$ cat src/common/drive_monitor_params.svh
// Object indices, field positions, reset values and timing for the drive monitor
`ifndef DRIVE_MONITOR_PARAMS_SVH
`define DRIVE_MONITOR_PARAMS_SVH

// Object dictionary indices
`define IDX_COMMAND_WORD    16'h6040
`define IDX_STATE_REPORT    16'h6041
`define IDX_RAPID_HALT      16'h605A
`define IDX_POWER_DOWN      16'h605B
`define IDX_RUN_STOP        16'h605C
`define IDX_PAUSE           16'h605D
`define IDX_ERROR_RESPONSE  16'h605E
`define IDX_COMMANDED_LOC   16'h6062
`define IDX_MEASURED_RAW    16'h6063
`define IDX_MEASURED_LOC    16'h6064
`define IDX_LAG_TOLERANCE   16'h6065
`define IDX_LAG_GRACE       16'h6066
`define IDX_ARRIVAL_TOL     16'h6067
`define IDX_ARRIVAL_DWELL   16'h6068
`define IDX_LOOP_OUTPUT     16'h60FA

// Reset values and the lag tolerance limit
`define RST_COMMAND_WORD    16'h0000
`define RST_OPTION_CODE     16'h0000
`define RST_LAG_TOLERANCE   32'h0000_7530
`define RST_LAG_GRACE       16'h00C8
`define RST_ARRIVAL_TOL     32'h0000_000A
`define RST_ARRIVAL_DWELL   16'h0032
`define LAG_TOLERANCE_MAX   32'h7FFF_FFFF

// Command word bits
`define CMD_SWITCH_ON       0
`define CMD_ENABLE_VOLTAGE  1
`define CMD_QUICK_STOP_N    2
`define CMD_ENABLE_OP       3
`define CMD_FAULT_RESET     7
`define CMD_HALT            8

// State report bits
`define RPT_READY           0
`define RPT_SWITCHED_ON     1
`define RPT_OP_ENABLED      2
`define RPT_FAULT           3
`define RPT_VOLTAGE         4
`define RPT_QUICK_STOP      5
`define RPT_SW_ON_DISABLED  6
`define RPT_WARNING         7
`define RPT_REMOTE          9
`define RPT_ARRIVED         10
`define RPT_LAG_FAULT       13

// Time base
`define CLK_PERIOD_NS       10
`define MS_TIME_NS          1000000
`define MS_TICK_CYCLES      (`MS_TIME_NS / `CLK_PERIOD_NS)

`endif

$ cat src/common/drive_monitor_pkg.sv
// Types shared by the drive monitor
`default_nettype none
package drive_monitor_pkg;

  // Power-stage states
  typedef enum logic [2:0] {
    st_not_ready   = 3'b000,
    st_sw_disabled = 3'b001,
    st_ready       = 3'b010,
    st_switched_on = 3'b011,
    st_op_enabled  = 3'b100,
    st_quick_stop  = 3'b101,
    st_fault_react = 3'b110,
    st_fault       = 3'b111
  } drive_state_t;

endpackage
`default_nettype wire

$ cat src/rtl/drive_monitor.sv
// Position supervision and power-stage state control of a servo drive
`timescale 1ns/10ps
`default_nettype none
`include "drive_monitor_params.svh"

module drive_monitor #(
  parameter int unsigned TICK_CYCLES = `MS_TICK_CYCLES
) (
  input  wire logic        clk,
  input  wire logic        sys_rst,
  // Object dictionary access
  input  wire logic        od_valid,
  input  wire logic        od_write,
  input  wire logic [15:0] od_index,
  input  wire logic [31:0] od_wdata,
  output logic             od_ready,
  output logic             od_error,
  output logic      [31:0] od_rdata,
  // Position inputs from trajectory and encoder, and the loop output
  input  wire logic [31:0] commanded_pos,
  input  wire logic [31:0] measured_pos,
  input  wire logic [31:0] measured_raw_pos,
  input  wire logic [31:0] goal_pos,
  input  wire logic [31:0] loop_effort,
  // Drive condition inputs
  input  wire logic        self_test_done,
  input  wire logic        alarm,
  input  wire logic        motor_stopped,
  // Power stage and report outputs
  output logic             main_power_on,
  output logic             motor_excited,
  output logic             halt_request,
  output logic             lag_fault,
  output logic             arrival,
  output logic      [15:0] state_report
);

  drive_monitor_pkg::drive_state_t state;
  drive_monitor_pkg::drive_state_t next_state;

  logic [15:0] command_word;
  logic [15:0] rapid_halt_behaviour;
  logic [15:0] power_down_behaviour;
  logic [15:0] run_stop_behaviour;
  logic [15:0] pause_behaviour;
  logic [15:0] error_response_behaviour;
  logic [31:0] lag_tolerance;
  logic [15:0] lag_grace_period;
  logic [31:0] arrival_tolerance;
  logic [15:0] arrival_dwell;
  logic        prev_fault_reset;
  logic [31:0] tick_count;
  logic        ms_tick;
  logic [15:0] lag_count;
  logic [15:0] dwell_count;
  logic [32:0] lag_error;
  logic [32:0] lag_mag;
  logic [32:0] goal_error;
  logic [32:0] goal_mag;
  logic        lag_outside;
  logic        arr_inside;
  logic        fault_reset_edge;

  // Command decodes used by several transitions
  function automatic logic is_shutdown(input logic [15:0] c);
    return c[`CMD_QUICK_STOP_N] & c[`CMD_ENABLE_VOLTAGE] & ~c[`CMD_SWITCH_ON];
  endfunction

  function automatic logic is_switch_on(input logic [15:0] c);
    return c[`CMD_QUICK_STOP_N] & c[`CMD_ENABLE_VOLTAGE] & c[`CMD_SWITCH_ON]
           & ~c[`CMD_ENABLE_OP];
  endfunction

  function automatic logic is_enable_op(input logic [15:0] c);
    return c[`CMD_QUICK_STOP_N] & c[`CMD_ENABLE_VOLTAGE] & c[`CMD_SWITCH_ON]
           & c[`CMD_ENABLE_OP];
  endfunction

  function automatic logic is_quick_stop(input logic [15:0] c);
    return c[`CMD_ENABLE_VOLTAGE] & ~c[`CMD_QUICK_STOP_N];
  endfunction

  // Main power on in every state of the power-enabled group
  function automatic logic power_of(input drive_monitor_pkg::drive_state_t s);
    return (s == drive_monitor_pkg::st_switched_on) || (s == drive_monitor_pkg::st_op_enabled)
        || (s == drive_monitor_pkg::st_quick_stop) || (s == drive_monitor_pkg::st_fault_react);
  endfunction

  // Millisecond tick; a parameter so simulation can shrink it
  always_ff @(posedge clk or posedge sys_rst) begin
    if (sys_rst) begin
      tick_count <= 32'h0000_0000;
      ms_tick    <= 1'b0;
    end else if (tick_count >= TICK_CYCLES - 1) begin
      tick_count <= 32'h0000_0000;
      ms_tick    <= 1'b1;
    end else begin
      tick_count <= tick_count + 32'h0000_0001;
      ms_tick    <= 1'b0;
    end
  end

  // Window arithmetic; 33 bits so no wrap at the signed extremes
  always_comb begin
    lag_error   = {measured_pos[31], measured_pos} - {commanded_pos[31], commanded_pos};
    lag_mag     = lag_error[32] ? (33'd0 - lag_error) : lag_error;
    lag_outside = lag_mag > {1'b0, lag_tolerance};
    goal_error  = {measured_pos[31], measured_pos} - {goal_pos[31], goal_pos};
    goal_mag    = goal_error[32] ? (33'd0 - goal_error) : goal_error;
    arr_inside  = goal_mag <= {1'b0, arrival_tolerance};
  end

  // Lag grace timer; fault bit follows the current excursion
  always_ff @(posedge clk or posedge sys_rst) begin
    if (sys_rst) begin
      lag_count <= 16'h0000;
      lag_fault <= 1'b0;
    end else if (!lag_outside) begin
      lag_count <= 16'h0000;
      lag_fault <= 1'b0;
    end else begin
      if (ms_tick && lag_count != 16'hFFFF) begin
        lag_count <= lag_count + 16'h0001;
      end
      if (lag_count >= lag_grace_period) begin
        lag_fault <= 1'b1;
      end
    end
  end

  // Dwell timer; leaving the window drops the flag at once
  always_ff @(posedge clk or posedge sys_rst) begin
    if (sys_rst) begin
      dwell_count <= 16'h0000;
      arrival     <= 1'b0;
    end else if (!arr_inside) begin
      dwell_count <= 16'h0000;
      arrival     <= 1'b0;
    end else begin
      if (ms_tick && dwell_count != 16'hFFFF) begin
        dwell_count <= dwell_count + 16'h0001;
      end
      if (dwell_count >= arrival_dwell) begin
        arrival <= 1'b1;
      end
    end
  end

  assign fault_reset_edge = command_word[`CMD_FAULT_RESET] & ~prev_fault_reset;

  // Power-stage transitions; alarm outranks any command except a fault reset in the fault state
  always_comb begin
    next_state = state;
    case (state)
      drive_monitor_pkg::st_not_ready: begin
        if (self_test_done) next_state = drive_monitor_pkg::st_sw_disabled;
      end
      drive_monitor_pkg::st_sw_disabled: begin
        if (is_shutdown(command_word)) next_state = drive_monitor_pkg::st_ready;
      end
      drive_monitor_pkg::st_ready: begin
        if (!command_word[`CMD_ENABLE_VOLTAGE] || is_quick_stop(command_word)) begin
          next_state = drive_monitor_pkg::st_sw_disabled;
        end else if (is_switch_on(command_word) || is_enable_op(command_word)) begin
          next_state = drive_monitor_pkg::st_switched_on;
        end
      end
      drive_monitor_pkg::st_switched_on: begin
        if (!command_word[`CMD_ENABLE_VOLTAGE] || is_quick_stop(command_word)) begin
          next_state = drive_monitor_pkg::st_sw_disabled;
        end else if (is_shutdown(command_word)) begin
          next_state = drive_monitor_pkg::st_ready;
        end else if (is_enable_op(command_word)) begin
          next_state = drive_monitor_pkg::st_op_enabled;
        end
      end
      drive_monitor_pkg::st_op_enabled: begin
        if (!command_word[`CMD_ENABLE_VOLTAGE]) begin
          next_state = drive_monitor_pkg::st_sw_disabled;
        end else if (is_quick_stop(command_word)) begin
          next_state = drive_monitor_pkg::st_quick_stop;
        end else if (is_shutdown(command_word)) begin
          next_state = drive_monitor_pkg::st_ready;
        end else if (is_switch_on(command_word)) begin
          next_state = drive_monitor_pkg::st_switched_on;
        end
      end
      drive_monitor_pkg::st_quick_stop: begin
        if (motor_stopped || !command_word[`CMD_ENABLE_VOLTAGE]) begin
          next_state = drive_monitor_pkg::st_sw_disabled;
        end
      end
      drive_monitor_pkg::st_fault_react: begin
        if (motor_stopped) next_state = drive_monitor_pkg::st_fault;
      end
      drive_monitor_pkg::st_fault: begin
        if (fault_reset_edge) next_state = drive_monitor_pkg::st_sw_disabled;
      end
      default: next_state = drive_monitor_pkg::st_not_ready;
    endcase
    if (alarm && state != drive_monitor_pkg::st_fault
        && state != drive_monitor_pkg::st_fault_react) begin
      next_state = drive_monitor_pkg::st_fault_react;
    end
  end

  // State and power outputs registered together so they never disagree
  always_ff @(posedge clk or posedge sys_rst) begin
    if (sys_rst) begin
      state         <= drive_monitor_pkg::st_not_ready;
      main_power_on <= 1'b0;
      motor_excited <= 1'b0;
    end else begin
      state         <= next_state;
      main_power_on <= power_of(next_state);
      motor_excited <= (next_state == drive_monitor_pkg::st_op_enabled)
                    || (next_state == drive_monitor_pkg::st_quick_stop)
                    || (next_state == drive_monitor_pkg::st_fault_react);
    end
  end

  // State report word, refreshed every cycle
  always_ff @(posedge clk or posedge sys_rst) begin
    if (sys_rst) begin
      state_report <= 16'h0000;
      halt_request <= 1'b0;
    end else begin
      state_report <= 16'h0000;
      case (state)
        drive_monitor_pkg::st_sw_disabled: state_report[`RPT_SW_ON_DISABLED] <= 1'b1;
        drive_monitor_pkg::st_ready: begin
          state_report[`RPT_QUICK_STOP] <= 1'b1;
          state_report[`RPT_READY]      <= 1'b1;
        end
        drive_monitor_pkg::st_switched_on: begin
          state_report[`RPT_QUICK_STOP]  <= 1'b1;
          state_report[`RPT_SWITCHED_ON:`RPT_READY] <= 2'b11;
        end
        drive_monitor_pkg::st_op_enabled: begin
          state_report[`RPT_QUICK_STOP] <= 1'b1;
          state_report[`RPT_OP_ENABLED:`RPT_READY] <= 3'b111;
        end
        drive_monitor_pkg::st_quick_stop: state_report[`RPT_OP_ENABLED:`RPT_READY] <= 3'b111;
        drive_monitor_pkg::st_fault_react: state_report[`RPT_FAULT:`RPT_READY] <= 4'b1111;
        drive_monitor_pkg::st_fault: state_report[`RPT_FAULT] <= 1'b1;
        default: state_report[`RPT_READY] <= 1'b0;
      endcase
      state_report[`RPT_VOLTAGE]   <= main_power_on;
      state_report[`RPT_WARNING]   <= alarm;
      state_report[`RPT_REMOTE]    <= state != drive_monitor_pkg::st_not_ready;
      // Gated by the live window test so the word drops with the flag, not a cycle later
      state_report[`RPT_ARRIVED]   <= arrival && arr_inside;
      state_report[`RPT_LAG_FAULT] <= lag_fault;
      halt_request <= command_word[`CMD_HALT];
    end
  end

  // Object writes; refused while self-test runs
  always_ff @(posedge clk or posedge sys_rst) begin
    if (sys_rst) begin
      command_word             <= `RST_COMMAND_WORD;
      rapid_halt_behaviour     <= `RST_OPTION_CODE;
      power_down_behaviour     <= `RST_OPTION_CODE;
      run_stop_behaviour       <= `RST_OPTION_CODE;
      pause_behaviour          <= `RST_OPTION_CODE;
      error_response_behaviour <= `RST_OPTION_CODE;
      lag_tolerance            <= `RST_LAG_TOLERANCE;
      lag_grace_period         <= `RST_LAG_GRACE;
      arrival_tolerance        <= `RST_ARRIVAL_TOL;
      arrival_dwell            <= `RST_ARRIVAL_DWELL;
      prev_fault_reset         <= 1'b0;
    end else begin
      prev_fault_reset <= command_word[`CMD_FAULT_RESET];
      if (od_valid && od_write && state != drive_monitor_pkg::st_not_ready) begin
        if (od_index == `IDX_COMMAND_WORD) begin
          command_word <= od_wdata[15:0];
        end else if (od_index == `IDX_RAPID_HALT) begin
          rapid_halt_behaviour <= od_wdata[15:0];
        end else if (od_index == `IDX_POWER_DOWN) begin
          power_down_behaviour <= od_wdata[15:0];
        end else if (od_index == `IDX_RUN_STOP) begin
          run_stop_behaviour <= od_wdata[15:0];
        end else if (od_index == `IDX_PAUSE) begin
          pause_behaviour <= od_wdata[15:0];
        end else if (od_index == `IDX_ERROR_RESPONSE) begin
          error_response_behaviour <= od_wdata[15:0];
        end else if (od_index == `IDX_LAG_TOLERANCE) begin
          if (od_wdata <= `LAG_TOLERANCE_MAX) lag_tolerance <= od_wdata;
        end else if (od_index == `IDX_LAG_GRACE) begin
          lag_grace_period <= od_wdata[15:0];
        end else if (od_index == `IDX_ARRIVAL_TOL) begin
          arrival_tolerance <= od_wdata;
        end else if (od_index == `IDX_ARRIVAL_DWELL) begin
          arrival_dwell <= od_wdata[15:0];
        end
      end
    end
  end

  // Object reads and access answer, one cycle after the request
  always_ff @(posedge clk or posedge sys_rst) begin
    if (sys_rst) begin
      od_ready <= 1'b0;
      od_error <= 1'b0;
      od_rdata <= 32'h0000_0000;
    end else begin
      od_ready <= od_valid;
      od_error <= 1'b0;
      od_rdata <= 32'h0000_0000;
      if (od_valid) begin
        if (state == drive_monitor_pkg::st_not_ready) begin
          od_error <= 1'b1;
        end else if (od_index == `IDX_COMMAND_WORD) begin
          od_rdata <= {16'h0000, command_word};
        end else if (od_index == `IDX_STATE_REPORT) begin
          od_rdata <= {16'h0000, state_report};
          od_error <= od_write;
        end else if (od_index == `IDX_RAPID_HALT) begin
          od_rdata <= {16'h0000, rapid_halt_behaviour};
        end else if (od_index == `IDX_POWER_DOWN) begin
          od_rdata <= {16'h0000, power_down_behaviour};
        end else if (od_index == `IDX_RUN_STOP) begin
          od_rdata <= {16'h0000, run_stop_behaviour};
        end else if (od_index == `IDX_PAUSE) begin
          od_rdata <= {16'h0000, pause_behaviour};
        end else if (od_index == `IDX_ERROR_RESPONSE) begin
          od_rdata <= {16'h0000, error_response_behaviour};
        end else if (od_index == `IDX_COMMANDED_LOC) begin
          od_rdata <= commanded_pos;
          od_error <= od_write;
        end else if (od_index == `IDX_MEASURED_RAW) begin
          od_rdata <= measured_raw_pos;
          od_error <= od_write;
        end else if (od_index == `IDX_MEASURED_LOC) begin
          od_rdata <= measured_pos;
          od_error <= od_write;
        end else if (od_index == `IDX_LAG_TOLERANCE) begin
          od_rdata <= lag_tolerance;
          od_error <= od_write && (od_wdata > `LAG_TOLERANCE_MAX);
        end else if (od_index == `IDX_LAG_GRACE) begin
          od_rdata <= {16'h0000, lag_grace_period};
        end else if (od_index == `IDX_ARRIVAL_TOL) begin
          od_rdata <= arrival_tolerance;
        end else if (od_index == `IDX_ARRIVAL_DWELL) begin
          od_rdata <= {16'h0000, arrival_dwell};
        end else if (od_index == `IDX_LOOP_OUTPUT) begin
          od_rdata <= loop_effort;
          od_error <= od_write;
        end else begin
          od_error <= 1'b1;
        end
      end
    end
  end
endmodule
`default_nettype wire

$ cat config.mk
export PLATFORM = sky130hd
export DESIGN_NAME = drive_monitor
export DESIGN_NICKNAME = d
export VERILOG_FILES = /design/src/common/drive_monitor_pkg.sv /design/src/rtl/drive_monitor.sv
export VERILOG_INCLUDE_DIRS = /design/src /design/src/common
export SDC_FILE = /design/constraint.sdc
export NUM_CORES = 1
export LEC_CHECK = 0
export ABC_CLOCK_PERIOD_IN_PS = 11090
export BUFFER_PORTS_ARGS = -buffer_cell sky130_fd_sc_hd__buf_2
export CAP_MARGIN = 0
export CORE_ASPECT_RATIO = 0.6
export CORE_UTILIZATION = 54
export CTS_CLUSTER_DIAMETER = 100
export CTS_CLUSTER_SIZE = 24
export DETAILED_ROUTE_END_ITERATION = 10
export PLACE_DENSITY = 0.84
export SLEW_MARGIN = 25
export SYNTH_ARGS = -nofsm -noshare
export SYNTH_HDL_FRONTEND = slang
export SYNTH_SLANG_ARGS = --single-unit
$ cat constraint.sdc
create_clock -name clk -period 11.09 [get_ports clk]
set_input_delay 2.218 -clock clk [delete_from_list [all_inputs] [get_ports clk]]
set_output_delay 2.218 -clock clk [all_outputs]
set_load 0.02 [all_outputs]
# Yosys cells after proc, flatten, opt, wreduce, memory -nomap -nowiden

Index checks and enable logic that the tools add are counted.

Equal/unequal tests: 34
Order comparisons: 7
Bitwise gates (word level): 20
Add/subtract/negate cells: 7
Multiplexer cells: 68
Reduce and logical (&&, ||, !) cells: 34

Operator list:

| operator                                                                 | count |
|---|---|
| 32-bit two-way mux                                                       | 18 |
| 16-bit by 15-bit == test with 1-bit output (second input constant)       | 15 |
| 33-bit two-way mux                                                       | 2 |
| 1-bit by 33-bit subtractor with 33-bit output (first input constant)     | 2 |
| 32-bit by 32-bit subtractor with 33-bit output                           | 2 |
| 16-bit two-way mux                                                       | 4 |
| 3-bit two-way mux                                                        | 15 |
| 33-bit by 32-bit > comparator with 1-bit output                          | 1 |
| 33-bit by 32-bit <= comparator with 1-bit output                         | 1 |
| 16-bit by 1-bit adder with 16-bit output (second input constant)         | 2 |
| 32-bit by 1-bit adder with 32-bit output (second input constant)         | 1 |
| 16-bit >= comparator                                                     | 2 |
| 32-bit by 17-bit >= comparator with 1-bit output (second input constant) | 1 |
| 32-bit by 31-bit > comparator with 1-bit output (second input constant)  | 1 |
| 32-bit by 31-bit <= comparator with 1-bit output (second input constant) | 1 |
| 16-bit inequality test (second input constant)                           | 2 |
| 1-bit two-way mux                                                        | 28 |
| 3-bit case mux with 8 select lines                                       | 1 |
| 3-bit == test (second input constant)                                    | 7 |
| 9-bit AND reduction                                                      | 2 |
| 1-bit inverter                                                           | 13 |
| 11-bit AND reduction                                                     | 1 |
| 10-bit AND reduction                                                     | 1 |
| 3-bit by 2-bit == test with 1-bit output (second input constant)         | 3 |
| other kinds (19)                                                         | 44 |

Logic and storage cells: 195
Flip-flop bits (word level): 311
Output and inout bits: 55

# Logic depth before layout (Yosys ltp)

Depth after elaboration: 18
Depth in mapped cells: 26

# Least setup slack after synthesis

OpenSTA, ideal clock, no wires.

Path kind: input port to flip-flop
From: input port measured_pos[0]
To: register lag_count[1]
Setup slack: 3955 ps
Arrival time: 7013 ps
Buffers on the path: 1
Stages: 22
Path through: inv_1 > ha_1 > fa_1 > nand2b_1 > a211o_1 > and2_1 > o41a_1 > xor2_1 > nand3_1 > nand4b_1 > or4_1 > o21ai_0 > xor2_1 > ha_1 > and4_1 > nand2_1 > or2_2 > nor2_1 > a211oi_1 > a31oi_1 > buf_2 > nor2_1

Cells in the longest elaborated chain, start to end: 5

Ends and longest elaborated chain:

| item                                                                                                    | RTL line             | RTL |
|---|---|---|
| start: declaration                                                                                      | drive_monitor.sv:21  | `input wire logic [31:0] measured_pos,` |
| 32-bit by 32-bit subtractor with 33-bit output *                                                        | drive_monitor.sv:105 | `lag_error = {measured_pos[31], measured_pos} - {commanded_pos[31], commanded_pos};` |
| 1-bit by 33-bit subtractor with 33-bit output                                                           | drive_monitor.sv:106 | `lag_mag = lag_error[32] ? (33'd0 - lag_error) : lag_error;` |
| 33-bit two-way mux *                                                                                    | drive_monitor.sv:106 |  |
| 33-bit by 32-bit > comparator with 1-bit output *                                                       | drive_monitor.sv:107 | `lag_outside = lag_mag > {1'b0, lag_tolerance};` |
| 2-bit by 1-bit inequality test with 1-bit output (no source line) or 16-bit two-way mux (tied branches) | -                    |  |
| end signal: assignment                                                                                  | drive_monitor.sv:123 | `lag_count <= lag_count + 16'h0001;` |
| end: declaration                                                                                        | drive_monitor.sv:54  | `logic [15:0] lag_count;` |

Every way passes the cells marked *; elsewhere a longest branch is shown, timed or not.
A chain may end at the register's enable or synchronous reset.

# Final worst setup path

From: input port measured_pos[1]
To: register arrival

Cells in the longest elaborated chain, start to end: 5

Ends and longest elaborated chain:

| item                                                                                                   | RTL line             | RTL |
|---|---|---|
| 32-bit by 32-bit subtractor with 33-bit output *                                                       | drive_monitor.sv:108 | `goal_error = {measured_pos[31], measured_pos} - {goal_pos[31], goal_pos};` |
| 1-bit by 33-bit subtractor with 33-bit output                                                          | drive_monitor.sv:109 | `goal_mag = goal_error[32] ? (33'd0 - goal_error) : goal_error;` |
| 33-bit two-way mux *                                                                                   | drive_monitor.sv:109 |  |
| 33-bit by 32-bit <= comparator with 1-bit output *                                                     | drive_monitor.sv:110 | `arr_inside = goal_mag <= {1'b0, arrival_tolerance};` |
| 2-bit by 1-bit inequality test with 1-bit output (no source line) or 1-bit two-way mux (tied branches) | -                    |  |
| end signal: assignment                                                                                 | drive_monitor.sv:135 | `arrival <= 1'b0;` |
| end signal: assignment                                                                                 | drive_monitor.sv:138 | `arrival <= 1'b0;` |
| end signal: assignment                                                                                 | drive_monitor.sv:144 | `arrival <= 1'b1;` |
| end: declaration                                                                                       | drive_monitor.sv:34  | `output logic arrival,` |

Marked as above.

==> impl_metrics.json <==
{
  "leakage_nw": 11.6,
  "avgViaCountPerCell": 6.55,
  "wl_per_cell_um": 24.8,
  "cts_hold_buffers": 0,
  "power.total_mw": 2.75,
  "antenna_found_initial": 15,
  "ys_seq_area_frac": 0.354,
  "path_class": "in2reg",
  "gr-usage-all-layers": 0.374,
  "async_reset_ff_frac": 1.00,
  "combPwrFrac": 0.315,
  "relSlewSlack": 0.260,
  "peakVddDrop_mv": 0.0865,
  "postRouteAntennaNets": 0,
  "post_cts_buffers": 0,
  "first_iter_violations": 3073,
  "grt_pass1_vias": 19600,
  "syn_area_per_cell_um2": 8.88,
  "setup_viol": 0,
  "die-area_mm2": 0.0417,
  "dr.pass1.iters": 8,
  "finClkSkew_ns": 0.0303,
  "die_w_um": 263,
  "cts_tree": "yes",
  "htreeDepth": 1,
  "layout.nets": 3060,
  "clock-root-buffer": "clkbuf_16",
  "power_frac_seq": 0.434,
  "cpMostUsedCell": "a21o_1",
  "syn-cell-area_mm2": 0.0221,
  "fin_setup_tns_ns": 0,
  "rsz0062_at_grt": "false",
  "synth_cell_type_count": 86,
  "clk_latency_ns": 0.55,
  "pwr-share-clk": 0.251,
  "cts_resized": 0,
  "syn_to_final_growth_pct": 10.1,
  "p_sw_frac": 0.355,
  "pin_count": 270,
  "maxCapViolCount": 0,
  "remaining_drc_errors": 0,
  "vias": 21100,
  "start_kind": "input pin",
  "cp_cell_sequence": "buf_2 -> inv_1 -> fa_1 -> nand2b_1 -> a21o_1 -> a211oi_1 -> o221ai_2 -> a2111oi_4 -> nand4_2 -> or4_1 -> nand2b_1 -> xnor2_1 -> ha_1 -> a21o_1 -> a21o_1 -> a21oi_1 -> nor2b_1 -> o21ai_0 -> a21boi_0 -> o31a_1 -> a31o_1 -> a21oi_1",
  "yosysWarnings": 0,
  "synth_top_flop_cell": "dfrtp_1",
  "row_count": 56,
  "final-max-slew-violation-count": 0,
  "worst_slew_pin_slew_ns": 1.11,
  "r2r_slack_ns": 7.65,
  "start_util": 0.556,
  "cts_made_buffers": 17,
  "grt_start_max_net_pins": 108,
  "cp.required_ns": 11.53,
  "finalHoldViolations": 0,
  "fin_crit_sh": 0.680,
  "synthCells": 2485,
  "crit_slowest_cell": "or4_1",
  "fmax_ghz": 0.133,
  "synth_edf_count": 0,
  "clk_pin_slew_ns": 0.10,
  "critPathCaptureType": "flip-flop",
  "nFillCells": 3382,
  "routabilityCongestion": 1.10,
  "critPathMaxStageDelay_ns": 0.59,
  "min_path_type": "reg2reg",
  "crit_path_max_fanout": 18,
  "port_buffers": 264,
  "p_switching_uw": 976,
  "critPathArrivalTime_ns": 7.99,
  "cts.sink_count": 311,
  "core_area_mm2": 0.0397,
  "wl_mm": 79.7,
  "synth_seq_cells": 311,
  "hpwlAfterDp_mm": 62.6,
  "power.density_mw_per_mm2": 113,
  "drive_gt1_frac": 0.186,
  "grt_pass1_wl_mm": 118,
  "status": "finished, final reports clean",
  "die_h_um": 159,
  "intPower_mw": 1.77,
  "grt.overflow.total": 0,
  "fin_crit_ns": 7.54,
  "clockBufferDepth": 3
}
synthesized netlist by cell type (7+ instances only):
| cell type | instances | area, µm² |
|---|---|---|
| dfrtp_1 | 296 | 7410 |
| nand2_1 | 202 | 758 |
| inv_1 | 196 | 736 |
| nor2_1 | 190 | 713 |
| ha_1 | 165 | 2060 |
| a21oi_1 | 161 | 806 |
| o21ai_0 | 156 | 781 |
| mux2_2 | 137 | 1540 |
| xnor2_1 | 83 | 727 |
| clkbuf_1 | 82 | 308 |
| xor2_1 | 67 | 587 |
| nor3_1 | 53 | 265 |
| a21o_1 | 47 | 353 |
| a22oi_1 | 46 | 345 |
| nand3_1 | 43 | 215 |
| a221oi_1 | 41 | 359 |
| nand4_1 | 40 | 250 |
| a31oi_1 | 38 | 238 |
| o221ai_1 | 27 | 236 |
| a211oi_1 | 25 | 188 |
| o22ai_1 | 25 | 156 |
| nor2b_1 | 23 | 144 |
| and3_1 | 22 | 138 |
| buf_1 | 22 | 82.6 |
| or3_1 | 22 | 138 |
| and2_1 | 21 | 131 |
| nand2b_1 | 20 | 125 |
| o211ai_1 | 16 | 120 |
| dfstp_2 | 15 | 394 |
| nor4_1 | 13 | 81.3 |
| buf_2 | 12 | 60.1 |
| mux2i_1 | 12 | 120 |
| o21a_1 | 12 | 90.1 |
| o2111ai_1 | 10 | 87.6 |
| or2_2 | 10 | 62.6 |
| and4_1 | 9 | 78.8 |
| o21bai_1 | 9 | 67.6 |
| nor3b_1 | 7 | 52.6 |
| o31ai_1 | 7 | 52.6 |
path summary, 6_finish.rpt:
path                                  from                 end  cells past startpoint
min                          main_power_on     state_report[4]                      0
max in group asynchronous          sys_rst    command_word[14]                      4
max                        measured_pos[1]             arrival                     22
min reg2reg                  main_power_on     state_report[4]                      0
min in group asynchronous          sys_rst      dwell_count[7]                      2
max reg2reg                       state[2]  pause_behaviour[8]                      8
cell usage in the layout, fill, tap and decap left out, types with 15 or more instances in the layout:
| cell | n |
|---|---|
| a22oi_1 | 46 |
| buf_2 | 264 |
| clkbuf_16 | 17 |
| nor2_1 | 186 |
| nand3_1 | 43 |
| inv_1 | 195 |
| xnor2_1 | 83 |
| ha_1 | 165 |
| dfrtp_1 | 296 |
| o21ai_0 | 156 |
| a21o_1 | 47 |
| dfstp_2 | 15 |
| o211ai_1 | 16 |
| xor2_1 | 67 |
| nor3_1 | 49 |
| a21oi_1 | 160 |
| a211oi_1 | 25 |
| o221ai_1 | 27 |
| mux2_2 | 137 |
| nand2b_1 | 20 |
| conb_1 | 20 |
| and3_1 | 22 |
| nand2_1 | 202 |
| a221oi_1 | 41 |
| o22ai_1 | 25 |
| a31oi_1 | 38 |
| or3_1 | 22 |
| nand4_1 | 40 |
| and2_1 | 21 |
| nor2b_1 | 23 |
| buf_4 | 15 |
flip-flops by register name, indices dropped and copies added, names as in the netlist, 32 cells and up:
signal / count
od_rdata: 32
tick_count: 32
arrival_tolerance: 32
lag_tolerance: 32
power groups by stage:
stage,Clock (mW),Combinational [mW],Sequential [mW]
floorplan,0,0.580,1.22
global placement,0,0.812,1.21
detailed placement,0,0.830,1.21
CTS,0.689,0.839,1.19
global route,0.735,0.940,1.19
finish,0.690,0.865,1.19
routing by layer:
metal / track usage / wire length, µm / vias up
met2: 0.538 / 32200 / 1222
met5: 0.0188 / 122 / -
met4: 0.0908 / 2500 / 4
met3: 0.116 / 10200 / 179
li1: - / - / 9335
met1: 0.541 / 34700 / 10300
critical path: cells and delay by family:
family                     cells  cell delay, ns
adders and majority gates      2            0.76
AOI/OAI and AO/OA             12            3.31
buffers and inverters          2            0.37
xor gates and xnor gates       1            0.14
and+or+nand+nor                5            1.17
logic make-up after synthesis:
family                   Yosys count  synth area share
AO/OA/AOI/OAI                    682             0.203
XOR/XNOR                         150            0.0596
adder cells (fa/ha/maj)          167            0.0954
buffers and inverters            321            0.0572
flip-flops                       311             0.354
multiplexers                     149            0.0754
other                              1          0.000170
AND/OR/NAND/NOR                  704             0.156
per-stage QoR:
| step | std cells | setup WS [ns] | cell area, µm² | hold WS, ns | util |
|---|---|---|---|---|---|
| 3_3_place_gp | 3181 | 3.22 | 23700 | 0.353 | 0.599 |
| 4_1_cts | 3206 | 3.66 | 24200 | 0.384 | 0.611 |
| 6_report | 3215 | 3.55 | 24300 | 0.385 | 0.612 |
| 5_1_grt | 3207 | 3.26 | 24300 | 0.398 | 0.612 |
| 2_1_floorplan | 2504 | 0.296 | 22100 | 0.369 | - |
| 3_5_place_dp | 3181 | 3.15 | 23800 | 0.367 | 0.599 |
cell type report:
| class | count | area [µm²] | area share |
|---|---|---|---|
| Multi-Input combinational cell | 1872 | 13100 | 0.541 |
| Sequential cell | 311 | 7800 | 0.321 |
| Timing Repair Buffer | 280 | 1450 | 0.0595 |
| Inverter | 196 | 743 | 0.0306 |
| Tap cell | 522 | 653 | 0.0269 |
| Clock buffer | 21 | 440 | 0.0181 |
| Clock inverter | 4 | 42.5 | 0.00175 |
| Antenna cell | 9 | 22.5 | 0.000928 |
(Power assumes the default switching activity.)
